<file path="src/logic/bccr_defs.vh">
// constants for the bridge chip control register bank
`ifndef BCCR_DEFS_VH
`define BCCR_DEFS_VH

// dword byte addresses in configuration space
`define BCCR_OFF_BRIDGE_CTL 8'h3c
`define BCCR_OFF_SUBSYS 8'h40
`define BCCR_OFF_CHIP_CTL 8'h44
`define BCCR_ADDR_W 8

// bridge control upper word, positions within the dword
`define BCCR_BC_SEC_RST 22
`define BCCR_BC_PRI_TMO 24
`define BCCR_BC_SEC_TMO 25
`define BCCR_BC_TMO_STS 26
`define BCCR_BC_TMO_SERR 27

// chip control, positions within the dword
`define BCCR_CC_WR_DISC 1
`define BCCR_CC_UP_PF_DIS 4
`define BCCR_CC_CHIP_RST 8

// subsystem word lanes
`define BCCR_SV_LO 15
`define BCCR_SI_LO 16
`define BCCR_SI_HI 31

// reset values
`define BCCR_RST_IDENT 16'h0000
`define BCCR_RST_BIT 1'b0

// timeout limits in pci clocks (2^15 and 2^10)
`define BCCR_TMO_LONG 16'h8000
`define BCCR_TMO_SHORT 16'h0400
`define BCCR_TMO_W 16

// chip reset interval in clocks
`define BCCR_CHIP_RST_CLKS 4'h8
`define BCCR_CRST_W 4

// pci bus commands on the upstream read path
`define BCCR_CMD_MEM_RD 4'h6
`define BCCR_CMD_MEM_RD_MULT 4'hc
`define BCCR_CMD_MEM_RD_LINE 4'he

// number of delayed transaction channels: 0 primary, 1 secondary
`define BCCR_NCHAN 2

`endif

</file>
<file path="src/logic/bccr_regs.v">
// bridge chip control registers with delayed transaction timeouts
`timescale 1ns/1ns
`default_nettype none
`include "bccr_defs.vh"

module bccr_regs #(
	parameter [`BCCR_TMO_W-1:0] TMO_LONG = `BCCR_TMO_LONG,
	parameter [`BCCR_TMO_W-1:0] TMO_SHORT = `BCCR_TMO_SHORT,
	parameter [`BCCR_CRST_W-1:0] CHIP_RST_CLKS = `BCCR_CHIP_RST_CLKS
) (
	input wire i_core_clk,
	input wire i_arst_n,
	input wire i_cfg_wr,
	input wire i_cfg_rd,
	input wire [`BCCR_ADDR_W-1:0] i_cfg_addr,
	input wire [3:0] i_cfg_be_n,
	input wire [31:0] i_cfg_wdata,
	output reg [31:0] o_cfg_rdata,
	output reg o_cfg_rvalid,
	input wire i_serr_enable,
	input wire [`BCCR_NCHAN-1:0] i_dly_head,
	input wire [`BCCR_NCHAN-1:0] i_dly_repeat,
	output reg [`BCCR_NCHAN-1:0] o_dly_discard,
	output reg o_primary_system_error_out_n,
	output reg o_wr_disc_cacheline,
	input wire i_up_rd_valid,
	input wire [3:0] i_up_rd_cmd,
	output reg o_up_rd_single,
	output reg o_up_rd_prefetch,
	output reg o_chip_rst,
	output reg o_sec_domain_rst,
	output reg o_sec_bus_rst_n
);

	reg [15:0] sub_vendor_q;
	reg [15:0] sub_vendor_d;
	reg [15:0] sub_ident_q;
	reg [15:0] sub_ident_d;
	reg wr_disc_q;
	reg wr_disc_d;
	reg pf_dis_q;
	reg pf_dis_d;
	reg sec_rst_q;
	reg sec_rst_d;
	reg pri_tmo_q;
	reg pri_tmo_d;
	reg sec_tmo_q;
	reg sec_tmo_d;
	reg tmo_sts_q;
	reg tmo_sts_d;
	reg tmo_serr_q;
	reg tmo_serr_d;
	reg [`BCCR_CRST_W-1:0] crst_cnt_q;
	reg [`BCCR_CRST_W-1:0] crst_cnt_d;
	reg crst_q;
	reg crst_d;
	reg [31:0] rdata_d;
	reg [31:0] be_mask;
	wire [`BCCR_NCHAN-1:0] tsel;
	wire [`BCCR_NCHAN-1:0] disc_d;
	wire any_disc;
	wire hit_bc;
	wire hit_ss;
	wire hit_cc;
	wire cfg_we;

	// writes during chip reset are dropped; the registers are held at reset
	assign cfg_we = i_cfg_wr & ~crst_q;
	// exact dword match; other addresses ignore writes and read zero
	assign hit_bc = (i_cfg_addr == `BCCR_OFF_BRIDGE_CTL);
	assign hit_ss = (i_cfg_addr == `BCCR_OFF_SUBSYS);
	assign hit_cc = (i_cfg_addr == `BCCR_OFF_CHIP_CTL);
	// select bits are read live every clock
	assign tsel = {sec_tmo_q, pri_tmo_q};
	assign any_disc = |disc_d;

	// one timeout counter per delayed transaction queue
	genvar ch;
	generate
		for (ch = 0; ch < `BCCR_NCHAN; ch = ch + 1) begin : g_tmo
			reg [`BCCR_TMO_W-1:0] cnt_q;
			reg done_q;
			reg disc_r;
			wire [`BCCR_TMO_W-1:0] lim;
			assign lim = tsel[ch] ? TMO_SHORT : TMO_LONG;
			assign disc_d[ch] = disc_r;
			always @(*) begin
				disc_r = 1'b0;
				// at or past the limit: a select change must not wrap
				if (i_dly_head[ch] && !i_dly_repeat[ch] && !done_q &&
				    (cnt_q >= lim - {{(`BCCR_TMO_W-1){1'b0}}, 1'b1})) begin
					disc_r = 1'b1;
				end
			end
			always @(posedge i_core_clk or negedge i_arst_n) begin
				if (!i_arst_n) begin
					cnt_q <= {`BCCR_TMO_W{1'b0}};
					done_q <= 1'b0;
				end else if (crst_q || !i_dly_head[ch]) begin
					// idle until the completion reaches the head
					cnt_q <= {`BCCR_TMO_W{1'b0}};
					done_q <= 1'b0;
				end else if (i_dly_repeat[ch] || disc_r) begin
					// a repeat or a discard ends this completion's wait
					cnt_q <= {`BCCR_TMO_W{1'b0}};
					done_q <= 1'b1;
				end else if (!done_q) begin
					cnt_q <= cnt_q + {{(`BCCR_TMO_W-1){1'b0}}, 1'b1};
				end
			end
		end
	endgenerate

	// byte-lane mask from active low enables
	always @(*) begin
		be_mask = {{8{~i_cfg_be_n[3]}}, {8{~i_cfg_be_n[2]}},
			{8{~i_cfg_be_n[1]}}, {8{~i_cfg_be_n[0]}}};
	end

	// next register values
	always @(*) begin
		sub_vendor_d = sub_vendor_q;
		sub_ident_d = sub_ident_q;
		wr_disc_d = wr_disc_q;
		pf_dis_d = pf_dis_q;
		sec_rst_d = sec_rst_q;
		pri_tmo_d = pri_tmo_q;
		sec_tmo_d = sec_tmo_q;
		tmo_sts_d = tmo_sts_q;
		tmo_serr_d = tmo_serr_q;
		crst_d = crst_q;
		crst_cnt_d = crst_cnt_q;
		// vendor ident in lanes zero and one, subsystem ident in two, three
		if (cfg_we && hit_ss) begin
			if (!i_cfg_be_n[0])
				sub_vendor_d[7:0] = i_cfg_wdata[7:0];
			if (!i_cfg_be_n[1])
				sub_vendor_d[15:8] = i_cfg_wdata[15:8];
			if (!i_cfg_be_n[2])
				sub_ident_d[7:0] = i_cfg_wdata[23:16];
			if (!i_cfg_be_n[3])
				sub_ident_d[15:8] = i_cfg_wdata[31:24];
		end
		if (cfg_we && hit_cc && !i_cfg_be_n[0]) begin
			wr_disc_d = i_cfg_wdata[`BCCR_CC_WR_DISC];
			pf_dis_d = i_cfg_wdata[`BCCR_CC_UP_PF_DIS];
		end
		// bridge control upper word: lane two sec reset, lane three timeouts
		if (cfg_we && hit_bc && !i_cfg_be_n[2])
			sec_rst_d = i_cfg_wdata[`BCCR_BC_SEC_RST];
		if (cfg_we && hit_bc && !i_cfg_be_n[3]) begin
			pri_tmo_d = i_cfg_wdata[`BCCR_BC_PRI_TMO];
			sec_tmo_d = i_cfg_wdata[`BCCR_BC_SEC_TMO];
			tmo_serr_d = i_cfg_wdata[`BCCR_BC_TMO_SERR];
			if (i_cfg_wdata[`BCCR_BC_TMO_STS])
				tmo_sts_d = 1'b0;
		end
		// a discard in the clearing cycle still sets the flag
		if (any_disc)
			tmo_sts_d = 1'b1;
		// chip reset start: write one to the bit in lane one
		if (cfg_we && hit_cc && !i_cfg_be_n[1] &&
		    i_cfg_wdata[`BCCR_CC_CHIP_RST]) begin
			crst_d = 1'b1;
			crst_cnt_d = CHIP_RST_CLKS - {{(`BCCR_CRST_W-1){1'b0}}, 1'b1};
		end
		// registers take reset values from the clock after the bit sets
		if (crst_q) begin
			// configuration held at reset values for the interval, except the secondary reset bit, held at one
			sub_vendor_d = `BCCR_RST_IDENT;
			sub_ident_d = `BCCR_RST_IDENT;
			wr_disc_d = `BCCR_RST_BIT;
			pf_dis_d = `BCCR_RST_BIT;
			pri_tmo_d = `BCCR_RST_BIT;
			sec_tmo_d = `BCCR_RST_BIT;
			tmo_sts_d = `BCCR_RST_BIT;
			tmo_serr_d = `BCCR_RST_BIT;
			sec_rst_d = 1'b1;
			if (crst_cnt_q == {`BCCR_CRST_W{1'b0}})
				crst_d = 1'b0;
			else
				crst_cnt_d = crst_cnt_q - {{(`BCCR_CRST_W-1){1'b0}}, 1'b1};
		end
	end

	// read mux; unmapped and reserved bits return zero
	always @(*) begin
		rdata_d = 32'h0000_0000;
		if (hit_ss) begin
			rdata_d[`BCCR_SV_LO:0] = sub_vendor_q;
			rdata_d[`BCCR_SI_HI:`BCCR_SI_LO] = sub_ident_q;
		end else if (hit_cc) begin
			rdata_d[`BCCR_CC_WR_DISC] = wr_disc_q;
			rdata_d[`BCCR_CC_UP_PF_DIS] = pf_dis_q;
			rdata_d[`BCCR_CC_CHIP_RST] = crst_q;
		end else if (hit_bc) begin
			// lower bridge control bits live elsewhere and read zero here
			rdata_d[`BCCR_BC_SEC_RST] = sec_rst_q;
			rdata_d[`BCCR_BC_PRI_TMO] = pri_tmo_q;
			rdata_d[`BCCR_BC_SEC_TMO] = sec_tmo_q;
			rdata_d[`BCCR_BC_TMO_STS] = tmo_sts_q;
			rdata_d[`BCCR_BC_TMO_SERR] = tmo_serr_q;
		end
		rdata_d = rdata_d & be_mask;
	end

	// register state
	always @(posedge i_core_clk or negedge i_arst_n) begin
		if (!i_arst_n) begin
			sub_vendor_q <= `BCCR_RST_IDENT;
			sub_ident_q <= `BCCR_RST_IDENT;
			wr_disc_q <= `BCCR_RST_BIT;
			pf_dis_q <= `BCCR_RST_BIT;
			sec_rst_q <= `BCCR_RST_BIT;
			pri_tmo_q <= `BCCR_RST_BIT;
			sec_tmo_q <= `BCCR_RST_BIT;
			tmo_sts_q <= `BCCR_RST_BIT;
			tmo_serr_q <= `BCCR_RST_BIT;
			crst_q <= 1'b0;
			crst_cnt_q <= {`BCCR_CRST_W{1'b0}};
		end else begin
			sub_vendor_q <= sub_vendor_d;
			sub_ident_q <= sub_ident_d;
			wr_disc_q <= wr_disc_d;
			pf_dis_q <= pf_dis_d;
			sec_rst_q <= sec_rst_d;
			pri_tmo_q <= pri_tmo_d;
			sec_tmo_q <= sec_tmo_d;
			tmo_sts_q <= tmo_sts_d;
			tmo_serr_q <= tmo_serr_d;
			crst_q <= crst_d;
			crst_cnt_q <= crst_cnt_d;
		end
	end

	// read answer one clock after the request
	always @(posedge i_core_clk or negedge i_arst_n) begin
		if (!i_arst_n) begin
			o_cfg_rdata <= 32'h0000_0000;
			o_cfg_rvalid <= 1'b0;
		end else begin
			o_cfg_rvalid <= i_cfg_rd;
			// zero between reads so an idle bus carries no stale data
			o_cfg_rdata <= i_cfg_rd ? rdata_d : 32'h0000_0000;
		end
	end

	// steering and reset outputs, all registered
	always @(posedge i_core_clk or negedge i_arst_n) begin
		if (!i_arst_n) begin
			o_dly_discard <= {`BCCR_NCHAN{1'b0}};
			o_primary_system_error_out_n <= 1'b1;
			o_wr_disc_cacheline <= 1'b0;
			o_up_rd_single <= 1'b0;
			o_up_rd_prefetch <= 1'b0;
			o_chip_rst <= 1'b0;
			o_sec_domain_rst <= 1'b0;
			o_sec_bus_rst_n <= 1'b1;
		end else begin
			o_dly_discard <= disc_d;
			// one low clock per discard, gated by both enables
			// discards on both channels together share one low clock
			o_primary_system_error_out_n <=
				~(any_disc & tmo_serr_q & i_serr_enable);
			o_wr_disc_cacheline <= wr_disc_q;
			// plain reads go single-dword only when prefetch is disabled
			o_up_rd_single <= i_up_rd_valid & pf_dis_q &
				(i_up_rd_cmd == `BCCR_CMD_MEM_RD);
			// line and multiple reads prefetch whatever the disable bit says
			o_up_rd_prefetch <= i_up_rd_valid &
				(((i_up_rd_cmd == `BCCR_CMD_MEM_RD) & ~pf_dis_q) |
				(i_up_rd_cmd == `BCCR_CMD_MEM_RD_LINE) |
				(i_up_rd_cmd == `BCCR_CMD_MEM_RD_MULT));
			o_chip_rst <= crst_q;
			// secondary side only; primary and config not touched here
			o_sec_domain_rst <= sec_rst_q | crst_q;
			o_sec_bus_rst_n <= ~(sec_rst_q | crst_q);
		end
	end

endmodule // bccr_regs
`default_nettype wire

</file>
<file path="config.mk">
export PLATFORM = sky130hd
export DESIGN_NAME = bccr_regs
export DESIGN_NICKNAME = d
export VERILOG_FILES = /design/src/logic/bccr_regs.v
export VERILOG_INCLUDE_DIRS = /design/src /design/src/logic
export SDC_FILE = /design/constraint.sdc
export NUM_CORES = 1
export LEC_CHECK = 0
export BUFFER_PORTS_ARGS = -buffer_cell sky130_fd_sc_hd__buf_2
export CAP_MARGIN = 10
export CORE_MARGIN = 1.5
export CORE_UTILIZATION = 53
export DETAILED_ROUTE_END_ITERATION = 10
export HOLD_SLACK_MARGIN = 0.03
export PLACE_DENSITY = 0.73
export SETUP_SLACK_MARGIN = 0.2
export SLEW_MARGIN = 20
export SYNTH_ARGS = -nofsm -noshare
export SYNTH_HDL_FRONTEND = slang
export SYNTH_SLANG_ARGS = --single-unit
</file>
<file path="constraint.sdc">
create_clock -name i_core_clk -period 2.8 [get_ports i_core_clk]
set_clock_uncertainty 0.2 [all_clocks]
set_input_delay 0.42 -clock i_core_clk [delete_from_list [all_inputs] [get_ports i_core_clk]]
set_output_delay 0.42 -clock i_core_clk [all_outputs]
set_load 0.05 [all_outputs]
</file>
# After elaboration in Yosys (flattened, before gate mapping)
# Index checks and enable logic that the tools add are counted.
dict set report totals {
  ff_bits 120
  out_inout_bits 42
  wordCells 171
}
dict set report op_classes {
  add_sub_neg 5
  magnitude_cmp 2
  eq_ne 12
  muxes 63
  bitwise_logic 19
  n_reduce_logical 43
}
# op count
set op_table {}
lappend op_table {{16-bit 2-to-1 mux} 12}
lappend op_table {{1-bit 2-to-1 mux} 36}
lappend op_table {{16-bit by 1-bit adder with 16-bit output (second input constant)} 2}
lappend op_table {{32-bit AND} 1}
lappend op_table {{16-bit >= comparator} 2}
lappend op_table {{32-bit 2-to-1 mux} 1}
lappend op_table {{8-bit 2-to-1 mux} 4}
lappend op_table {{16-bit by 1-bit subtractor with 16-bit output (second input constant)} 2}
lappend op_table {{4-bit 2-to-1 mux} 7}
lappend op_table {{8-bit by 7-bit equality test with 1-bit output (second input constant)} 2}
lappend op_table {{1-bit logical AND} 14}
lappend op_table {{13-bit 2-to-1 mux} 1}
lappend op_table {{2-bit nonzero test} 6}
lappend op_table {{1-bit logical NOT} 10}
lappend op_table {{2-bit AND reduction} 5}
lappend op_table {{4-bit equality test (second input constant)} 2}
lappend op_table {{8-bit by 6-bit equality test with 1-bit output (second input constant)} 1}
lappend op_table {{2-bit by 1-bit inequality test with 1-bit output (second input constant)} 4}
lappend op_table {{1-bit inverter} 8}
lappend op_table {{1-bit AND} 7}
lappend op_table {{3-bit by 1-bit inequality test with 1-bit output (second input constant)} 2}
lappend op_table {{3-bit nonzero test} 2}
lappend op_table {{4-bit by 3-bit equality test with 1-bit output (second input constant)} 1}
lappend op_table {{4-bit logical NOT} 1}
lappend op_table {{other kinds (6)} 11}

# Logic depth before layout (Yosys ltp)
# Gate-level depths: netlist (run 1).
dict set report depth {
  word_depth 9
  mapped_depth 6
}

# Worst setup path after synthesis (run 1)
# OpenSTA, ideal clock, no wires.
dict set report synth_path {
  path_type {flip-flop to flip-flop}
  start {register sec_tmo_q}
  end {register tmo_sts_q}
  setup_time_ps 124
  arrival_time_ps 2067
  slack_ps 409
  stages_incl_launch_ff 6
  cell_sequence {dfrtp_1 ha_1 and4b_1 a2111oi_0 a311oi_4 o31a_1}
}
dict set report synth_between {
  elab_chain_len 8
  elab_cells_between_ends 11
  classes_between {1 x add/sub; 1 x order compare; 4 x mux; 5 x reduce/logical}
}
# item line_no
set synth_lines {}
lappend synth_lines {{start: declaration} bccr_regs.v:47} ;# reg sec_tmo_q;
lappend synth_lines {{start signal: assignment} bccr_regs.v:216} ;# sec_tmo_q <= `BCCR_RST_BIT;
lappend synth_lines {{start signal: assignment} bccr_regs.v:228} ;# sec_tmo_q <= sec_tmo_d;
lappend synth_lines {{16-bit 2-to-1 mux *} bccr_regs.v:85} ;# assign lim = tsel[ch] ? TMO_SHORT : TMO_LONG;
lappend synth_lines {{16-bit by 1-bit subtractor with 16-bit output *} bccr_regs.v:91} ;# (cnt_q >= lim - {{(`BCCR_TMO_W-1){1'b0}}, 1'b1})) begin
lappend synth_lines {{16-bit >= comparator *} bccr_regs.v:91}
lappend synth_lines {{1-bit logical AND *} bccr_regs.v:90} ;# if (i_dly_head[ch] && !i_dly_repeat[ch] && !done_q &&
lappend synth_lines {{1-bit 2-to-1 mux *} bccr_regs.v:90}
lappend synth_lines {{2-bit OR reduction *} bccr_regs.v:75} ;# assign any_disc = |disc_d;
lappend synth_lines {{3-bit nonzero test (no source line) / 1-bit 2-to-1 mux (equally long branches)} --}
lappend synth_lines {{2-bit AND reduction (no source line) / 1-bit 2-to-1 mux (equally long branches)} --}
lappend synth_lines {{end signal: assignment} bccr_regs.v:217} ;# tmo_sts_q <= `BCCR_RST_BIT;
lappend synth_lines {{end signal: assignment} bccr_regs.v:229} ;# tmo_sts_q <= tmo_sts_d;
lappend synth_lines {{end: declaration} bccr_regs.v:49} ;# reg tmo_sts_q;
# Every way passes the cells marked *; elsewhere a longest branch is shown, timed or not.
# A chain may end at the register's enable or synchronous reset.

# Worst setup path in the final report (run 1)
# Ends and elaborated chain as after synthesis.

==> metrics.cfg, run 1 <==
[status]
status=complete, no violations

[die]
die_height_um=104
num_rows=36
dieArea_sq_um=10900
ios=100
initial_core_util_pct=55.3
core-area_sq_um=9860
fp.dieW_um=104

[worst_setup_path]
endpoint_kind=flop
rrSetupSlack_ps=320
slowest_stage=dfrtp_1
path_max_fanout=19
cp.arrival_ps=2680
slowest_delay_ps=460
crit_family=compound AO/OA/AOI/OAI gates
critPathBufInv=2
cp.required_ps=3000
start_kind=flop
crit_type=flop to flop
cp_cell_sequence=ha_1 -> and4b_1 -> a2111oi_1 -> buf_4 -> a311oi_4 -> buf_6 -> o31a_1

[power_and_ir_drop]
p_per_area_nw_per_um2=560
swShare_pct=22.5
switching_power_mw=0.908
power.share.clock_pct=50.5
leakage_nw=3.49
ir_drop_mv=0.424
seqPwrFrac_pct=44.0
combPwrFrac_pct=5.5
p_int_mw=3.12

[sta]
maxSlewHeadroom_pct=49.9
hold_viol_final=0
setup_viol=0
rsz0062_at_grt=no
layout_min_cycle_time_ps=2480
drv_slew=0
fin_hold_ws_ps=75.9
worst_slew_pin_slew_ps=745
clock.fmax_mhz=403
tns_ps=0
setup_ws_ps=321
fin_crit_sh_pct=88.5

[yosys]
syn-mean-instance-area_sq_um=11.7
synth_edf_count=0
synth_top_cell_by_area=dfrtp_1
synthFlopType=dfrtp_1
synth-seq-cells=120
syn-num-nets=537
syn_area_sq_um=5460
synthTopCellsByArea=dfrtp_1 54%, mux2i_1 7.2%, nor2_1 3.6%
async_reset_ff_share_pct=100
synth_sequential_area_ratio_pct=55.1
synthCells=466
synth_top_cell_area_share_pct=54.1
ys.warnings.count=0
synth_cell_types=55

[routing]
route.final.wire_length_um=12700
drt-initial-drc-count=132
viasPerCell=5.38
avgRoutedWirePerCell_um=16.4
ant_nets=0
num_vias=4187
drt-pass1-iter-count=4
drc=0

[clock_tree]
cts.sinks=120
post_cts_buffers=0
ctsHtreeMaxLevel=4
cts_tree=built
cts_root_buf=clkbuf_8
path_clk_slew_ps=60
numCtsBuffers=17
cts_buffer_depth=2
insertion_delay_ps=510

[grt]
grt_util_all_layers_pct=24.7
antenna_found_initial=0
overflow=0
grt_pass1_wl_um=21100
grt_start_max_net_pins=57
grt_pass1_vias=4349

[finish]
final_cell_mix=118 x dfrtp_1, 98 x buf_2, 53 x nor2_1
final_core_util_pct=73.0
syn_to_final_growth_pct=31.9
fillers=665
nets=703
drive_gt1_share_pct=27.3
diodes=0
layout.cells.non_filler=778
mostFrequentLayoutCell=dfrtp_1

[place]
dp_hpwl_um=8190
pre_cts_ws_ps=275
gp_congestion=0.806
dp.cells=701
place.port_buffers=99

[min_path]
hp-class=input pin to flop

[job]
maxCapViolCount=0

## layer usage
metal / routed length, um / vias to the layer above / part of all wire (%) / global-route usage [%]
met5: 0 / - / 0 / 0
met4: 179 / 0 / 1.4 / 7.94
met3: 509 / 14 / 4.0 / 6.58
met2: 6280 / 103 / 49 / 41.2
met1: 5770 / 2070 / 45 / 31.4
li1: - / 2000 / - / -
## worst paths after layout
path / startpoint / end / cells past startpoint
min: i_dly_repeat[1] / g_tmo[1].done_q / 3
max reg2reg: sec_tmo_q / tmo_sts_q / 7
min in group asynchronous: i_arst_n / o_cfg_rdata[16] / 2
max in group asynchronous: i_arst_n / sub_ident_q[8] / 3
min reg2reg: wr_disc_q / o_wr_disc_cacheline / 0
max: sec_tmo_q / tmo_sts_q / 7
## synth_stat cells (3+ instances only)
cell type  number
nor4_4          4
nand3_1         6
nor2_1         53
and3_1         12
or2_2           4
a22oi_1         9
nor2b_1         6
nor3_2         10
nor3_1         25
buf_6           3
inv_1          14
dfrtp_1       118
a21oi_1         4
nand2b_1        4
nand3b_1        3
clkbuf_1       10
and4b_1         3
nor3b_1         6
nand2_1        13
or3_1           5
ha_1           13
mux2i_1        39
nand4_1         9
and2_1         13
nor4_1         10
o21ai_0         3
a211oi_1        5
xnor2_1        21
xor2_1          6
## registers in the layout (all words and copies together) (netlist names), 2 cells and up
signal / flops
g_tmo.cnt_q: 32
o_cfg_rdata: 32
sub_ident_q: 16
sub_vendor_q: 16
crst_cnt_q: 4
g_tmo.done_q: 2
o_dly_discard: 2
## kinds of logic after synthesis
| logic type | count (synthesis) | share of synthesized area (%) |
|---|---|---|
| multiplexers | 40 | 7.36 |
| AND/OR/NAND/NOR | 200 | 22.3 |
| AO/OA/AOI/OAI | 37 | 5.55 |
| adder cells (fa/ha/maj) | 13 | 2.98 |
| flip-flops | 120 | 55.1 |
| XOR/XNOR | 27 | 4.33 |
| buffers and inverters | 29 | 2.41 |
## tightest hold or removal path, delay by kind of cell
family	cells	cell delay, ps
simple gates	1	130
buf+inv	1	100
compound gates	1	100
## cell type report
cell class	count	area, sq um	share of cell area, %
tap	133	166	2.31
timing repair buffer	162	1100	15.3
multi-input combinational	317	2320	32.2
sequential	120	3010	41.8
clock inverter	12	128	1.77
inverter	14	52.6	0.730
clock buffer	20	425	5.91
## power by group through the flow
stage | sequential (mW) | combinational (mW) | clock [mW]
floorplan | 1.81 | 0.0600 | 0
global placement | 1.80 | 0.170 | 0
detailed placement | 1.80 | 0.174 | 0
CTS | 1.77 | 0.223 | 2.07
global route | 1.77 | 0.246 | 2.14
finish | 1.77 | 0.222 | 2.03
## timing repair
action | CTS | global route
setup endpoints to repair | 0 | 2
hold buffers | 45 | 0
resized for setup | 0 | 2
hold endpoints to repair | 85 | 0
## through the flow
| step | instance area, sq um | power, mW |
|---|---|---|
| after floorplan | 5460 | 1.87 |
| after global placement | 6190 | 1.97 |
| after detailed placement | 6190 | 1.98 |
| after CTS | 7190 | 4.06 |
| after global routing | 7200 | 4.16 |
| final | 7200 | 4.03 |
No activity file was read; power rests on OpenSTA's default activity.
==> run 2: changes to the inputs <==
- clock period: 2.8 -> 2.9 ns (I/O delays scaled with it)
==> metrics.cfg, run 2 (synthesis gave the netlist of run 1 again) <==
[clock_tree]
insertion_delay_ps=520
cts_buffer_depth=2
post_cts_buffers=0
cts_root_buf=clkbuf_8
path_clk_slew_ps=60
cts_tree=built
cts.sinks=120
numCtsBuffers=17
ctsHtreeMaxLevel=4

[sta]
clock.fmax_mhz=387
setup_viol=0
layout_min_cycle_time_ps=2580
tns_ps=0
fin_crit_sh_pct=89.0
fin_hold_ws_ps=57.5
setup_ws_ps=318
rsz0062_at_grt=no
drv_slew=0
hold_viol_final=0
worst_slew_pin_slew_ps=833
maxSlewHeadroom_pct=44.0

[worst_setup_path]
timing.rr.end=tmo_sts_q
cp.arrival_ps=2790
cp.required_ps=3110
start_kind=flop
rr_startpoint=sec_tmo_q
endpoint_kind=flop
crit_type=flop to flop
worstRegToRegCells=7
path_max_fanout=19
rrSetupSlack_ps=320

[grt]
grt_pass1_wl_um=21300
antenna_found_initial=0
met3_usage_pct=6.02
met2_usage_pct=40.2
met1_usage_pct=32.6
grt_start_max_net_pins=53
overflow=0
grt_util_all_layers_pct=24.8
top_usage_layer=met2
grt_pass1_vias=4325

[die]
num_rows=36
fp.dieW_um=104
core-area_sq_um=9860
die_height_um=104
dieArea_sq_um=10900
ios=100
initial_core_util_pct=55.3

[place]
pre_cts_ws_ps=338
gp_congestion=0.801
dp_hpwl_um=8280
place.port_buffers=99

[finish]
diodes=0
fillers=666
top_regs=g_tmo.cnt_q: 32 flops, o_cfg_rdata: 32 flops
syn_to_final_growth_pct=31.9
ff_latch_area_sq_um=3010
final_cell_mix=118 x dfrtp_1, 98 x buf_2, 53 x nor2_1
mostFrequentLayoutCell=dfrtp_1
drive_gt1_share_pct=27.1
multi_input_area_sq_um=2320
nets=699

[min_path]
hp-class=input pin to flop
min_from=i_cfg_wdata[3]
holdPathEnd=sub_vendor_q[3]
min_delay_path_depth=3

[power_and_ir_drop]
ir_drop_mv=0.311
p_per_area_nw_per_um2=555
leakage_nw=3.48
p_total_mw=3.99

[routing]
num_vias=4245
drc=0
drt-pass1-iter-count=5
ant_nets=0
route.final.wire_length_um=12700
avgRoutedWirePerCell_um=16.4
drt-initial-drc-count=205
viasPerCell=5.48

[status]
status=complete, no violations

[job]
maxCapViolCount=0

## run 2: worst max-delay path, stage by stage (launching register included)
cell and delay (ps):
dfrtp_1 470, ha_1 360, and4b_1 220, a2111oi_0 420, buf_4 200, a311oi_4 40, buf_4 250, o31a_1 310
## run 2: repair_timing
item	4_1_cts	5_1_grt
setup endpoints to repair	0	0
endpoints found under the hold margin	89	0
hold buffers	45	0
gates resized for setup	0	0
## run 2: cell type report
| class | count | area share [%] |
|---|---|---|
| clock buffers | 19 | 6.00 |
| well taps | 133 | 2.31 |
| repair buffers | 158 | 14.8 |
| multi-input cells | 317 | 32.2 |
| clock inverters | 13 | 2.14 |
| flip-flops and latches | 120 | 41.8 |
| inverters | 14 | 0.730 |
## run 2: how the worst max path moves through the flow
stage	from	cells past startpoint	endpoint	slack (ps)
floorplan	sec_tmo_q	5	tmo_sts_q	510
global placement	sec_tmo_q	7	tmo_sts_q	440
detailed placement	sec_tmo_q	7	tmo_sts_q	340
CTS	sec_tmo_q	7	tmo_sts_q	330
global route	sec_tmo_q	7	tmo_sts_q	200
finish	sec_tmo_q	7	tmo_sts_q	320
## run 2: power breakdown
part	leakage (nW)	internal, mW	total, mW	switching, mW
sequential	1.65	1.70	1.71	0.0162
clock	0.279	1.32	2.07	0.745
combinational	1.56	0.0997	0.215	0.115
total	3.48	3.12	3.99	0.877
## run 2: metal layers
metal | vias to the layer above | routed length [um]
met3 | 16 | 699
met2 | 141 | 6280
met4 | 0 | 145
met5 | - | 0
li1 | 1993 | -
met1 | 2095 | 5570
## run 2: metrics by stage
stage | cell area (sq um) | utilization, % | cells
2_1_floorplan | 5460 | - | 466
3_3_place_gp | 6160 | 62.4 | 697
3_5_place_dp | 6160 | 62.4 | 697
4_1_cts | 7200 | 72.9 | 774
5_1_grt | 7200 | 72.9 | 774
6_report | 7200 | 72.9 | 774
==> run 3: changes to the inputs <==
- PLACE_DENSITY: 0.73 -> 0.88
==> metrics.cfg, run 3 (synthesis gave the netlist of run 1 again) <==
[worst_setup_path]
slowest_delay_ps=470
cp_cell_sequence=ha_1 -> and4b_1 -> a2111oi_1 -> buf_4 -> a311oi_4 -> buf_4 -> o31a_1
rr_startpoint=sec_tmo_q
critPathMostFrequentCell=buf_4
rrSetupSlack_ps=300
timing.rr.end=tmo_sts_q
slowest_stage=dfrtp_1
worstRegToRegCells=7
cp.arrival_ps=2810
crit_type=flop to flop
path_max_fanout=19
endpoint_kind=flop
cp.required_ps=3110
start_kind=flop

[place]
pre_cts_ws_ps=262
gp_congestion=0.847
place.port_buffers=99
dp.cells=696
dpl_cell_area_sq_um=6140
dp_hpwl_um=8730

[routing]
viasPerCell=5.77
drt-initial-drc-count=264
ant_nets=0
avgRoutedWirePerCell_um=19.2
drt-pass1-iter-count=4
num_vias=4446
drc=0
route.final.wire_length_um=14800

[min_path]
min_from=i_dly_repeat[1]
min_delay_path_depth=3
hp-class=input pin to flop
holdPathEnd=g_tmo[1].done_q

[die]
fp.dieW_um=104
num_rows=36
core-area_sq_um=9860
initial_core_util_pct=55.3
ios=100
dieArea_sq_um=10900
die_height_um=104

[clock_tree]
cts_tree=built
ctsHtreeMaxLevel=4
cts_root_buf=clkbuf_8
path_clk_slew_ps=50
numCtsBuffers=17
cts_buffer_depth=2
insertion_delay_ps=530
cts.sinks=120

[sta]
drv_slew=0
layout_min_cycle_time_ps=2600
worst_slew_pin_slew_ps=905
fin_crit_sh_pct=89.7
fin_hold_ws_ps=117
rsz0062_at_grt=no
tns_ps=0
maxSlewHeadroom_pct=39.1
hold_viol_final=0
setup_ws_ps=298
setup_viol=0
clock.fmax_mhz=384

[finish]
layout.cells.non_filler=770
diodes=0
mostFrequentLayoutCell=dfrtp_1
design_area_sq_um=7150
nets=700
drive_gt1_share_pct=26.4
fillers=628
final_cell_mix=118 x dfrtp_1, 98 x buf_2, 53 x nor2_1
ff_latch_area_sq_um=3010
final_core_util_pct=72.5
syn_to_final_growth_pct=31.1
top_regs=g_tmo.cnt_q: 32 flops, o_cfg_rdata: 32 flops
multi_input_area_sq_um=2320

[job]
maxCapViolCount=0

[power_and_ir_drop]
leakage_nw=3.47
p_per_area_nw_per_um2=539
ir_drop_mv=0.305
p_total_mw=3.85

[grt]
grt_pass1_vias=4801
overflow=0
antenna_found_initial=0
grt_util_all_layers_pct=28.5
grt_start_max_net_pins=58
grt_pass1_wl_um=24000

[status]
status=complete, no violations

[run 3: worst max-delay path by stage]
stage / from / endpoint / cells past startpoint
4_1_cts: sec_tmo_q / tmo_sts_q / 7
3_5_place_dp: sec_tmo_q / tmo_sts_q / 7
2_1_floorplan: sec_tmo_q / tmo_sts_q / 5
5_1_grt: sec_tmo_q / tmo_sts_q / 6
3_3_place_gp: sec_tmo_q / tmo_sts_q / 7
6_report: sec_tmo_q / tmo_sts_q / 7
[run 3: final cells by class]
| type | instances | share of cell area (%) |
|---|---|---|
| clock buffers | 24 | 6.86 |
| clock inverters | 3 | 0.595 |
| inverters | 14 | 0.735 |
| multi-input cells | 317 | 32.4 |
| flip-flops and latches | 120 | 42.0 |
| well taps | 133 | 2.33 |
| repair buffers | 159 | 15.0 |
[run 3: layer usage]
layer / wire, um / up-vias / track usage, %
met4: 588 / 0 / 16.2
met3: 1010 / 52 / 7.46
met2: 7670 / 211 / 49.8
li1: - / 1981 / -
met1: 5540 / 2202 / 31.4
met5: 0 / - / 0
[run 3: timing repair]
item	CTS	global route
buffers inserted	0	1
hold buffers	46	0
resized for setup	0	1
setup endpoints to repair	0	17
endpoints found under the hold margin	99	0
[run 3: worst max-delay path: cells and delay by family (launching register included)]
kind	cells	cell delay, ps
AOI/OAI and AO/OA	3	780
adders and majority gates	1	360
buffers and inverters	2	450
DFF	1	470
and+or+nand+nor	1	220
[run 3: power by group]
group	internal [mW]	leakage [nW]	switching (mW)	total, mW
Sequential	1.70	1.65	0.0169	1.71
Clock	1.22	0.261	0.693	1.92
Combinational	0.101	1.56	0.123	0.224
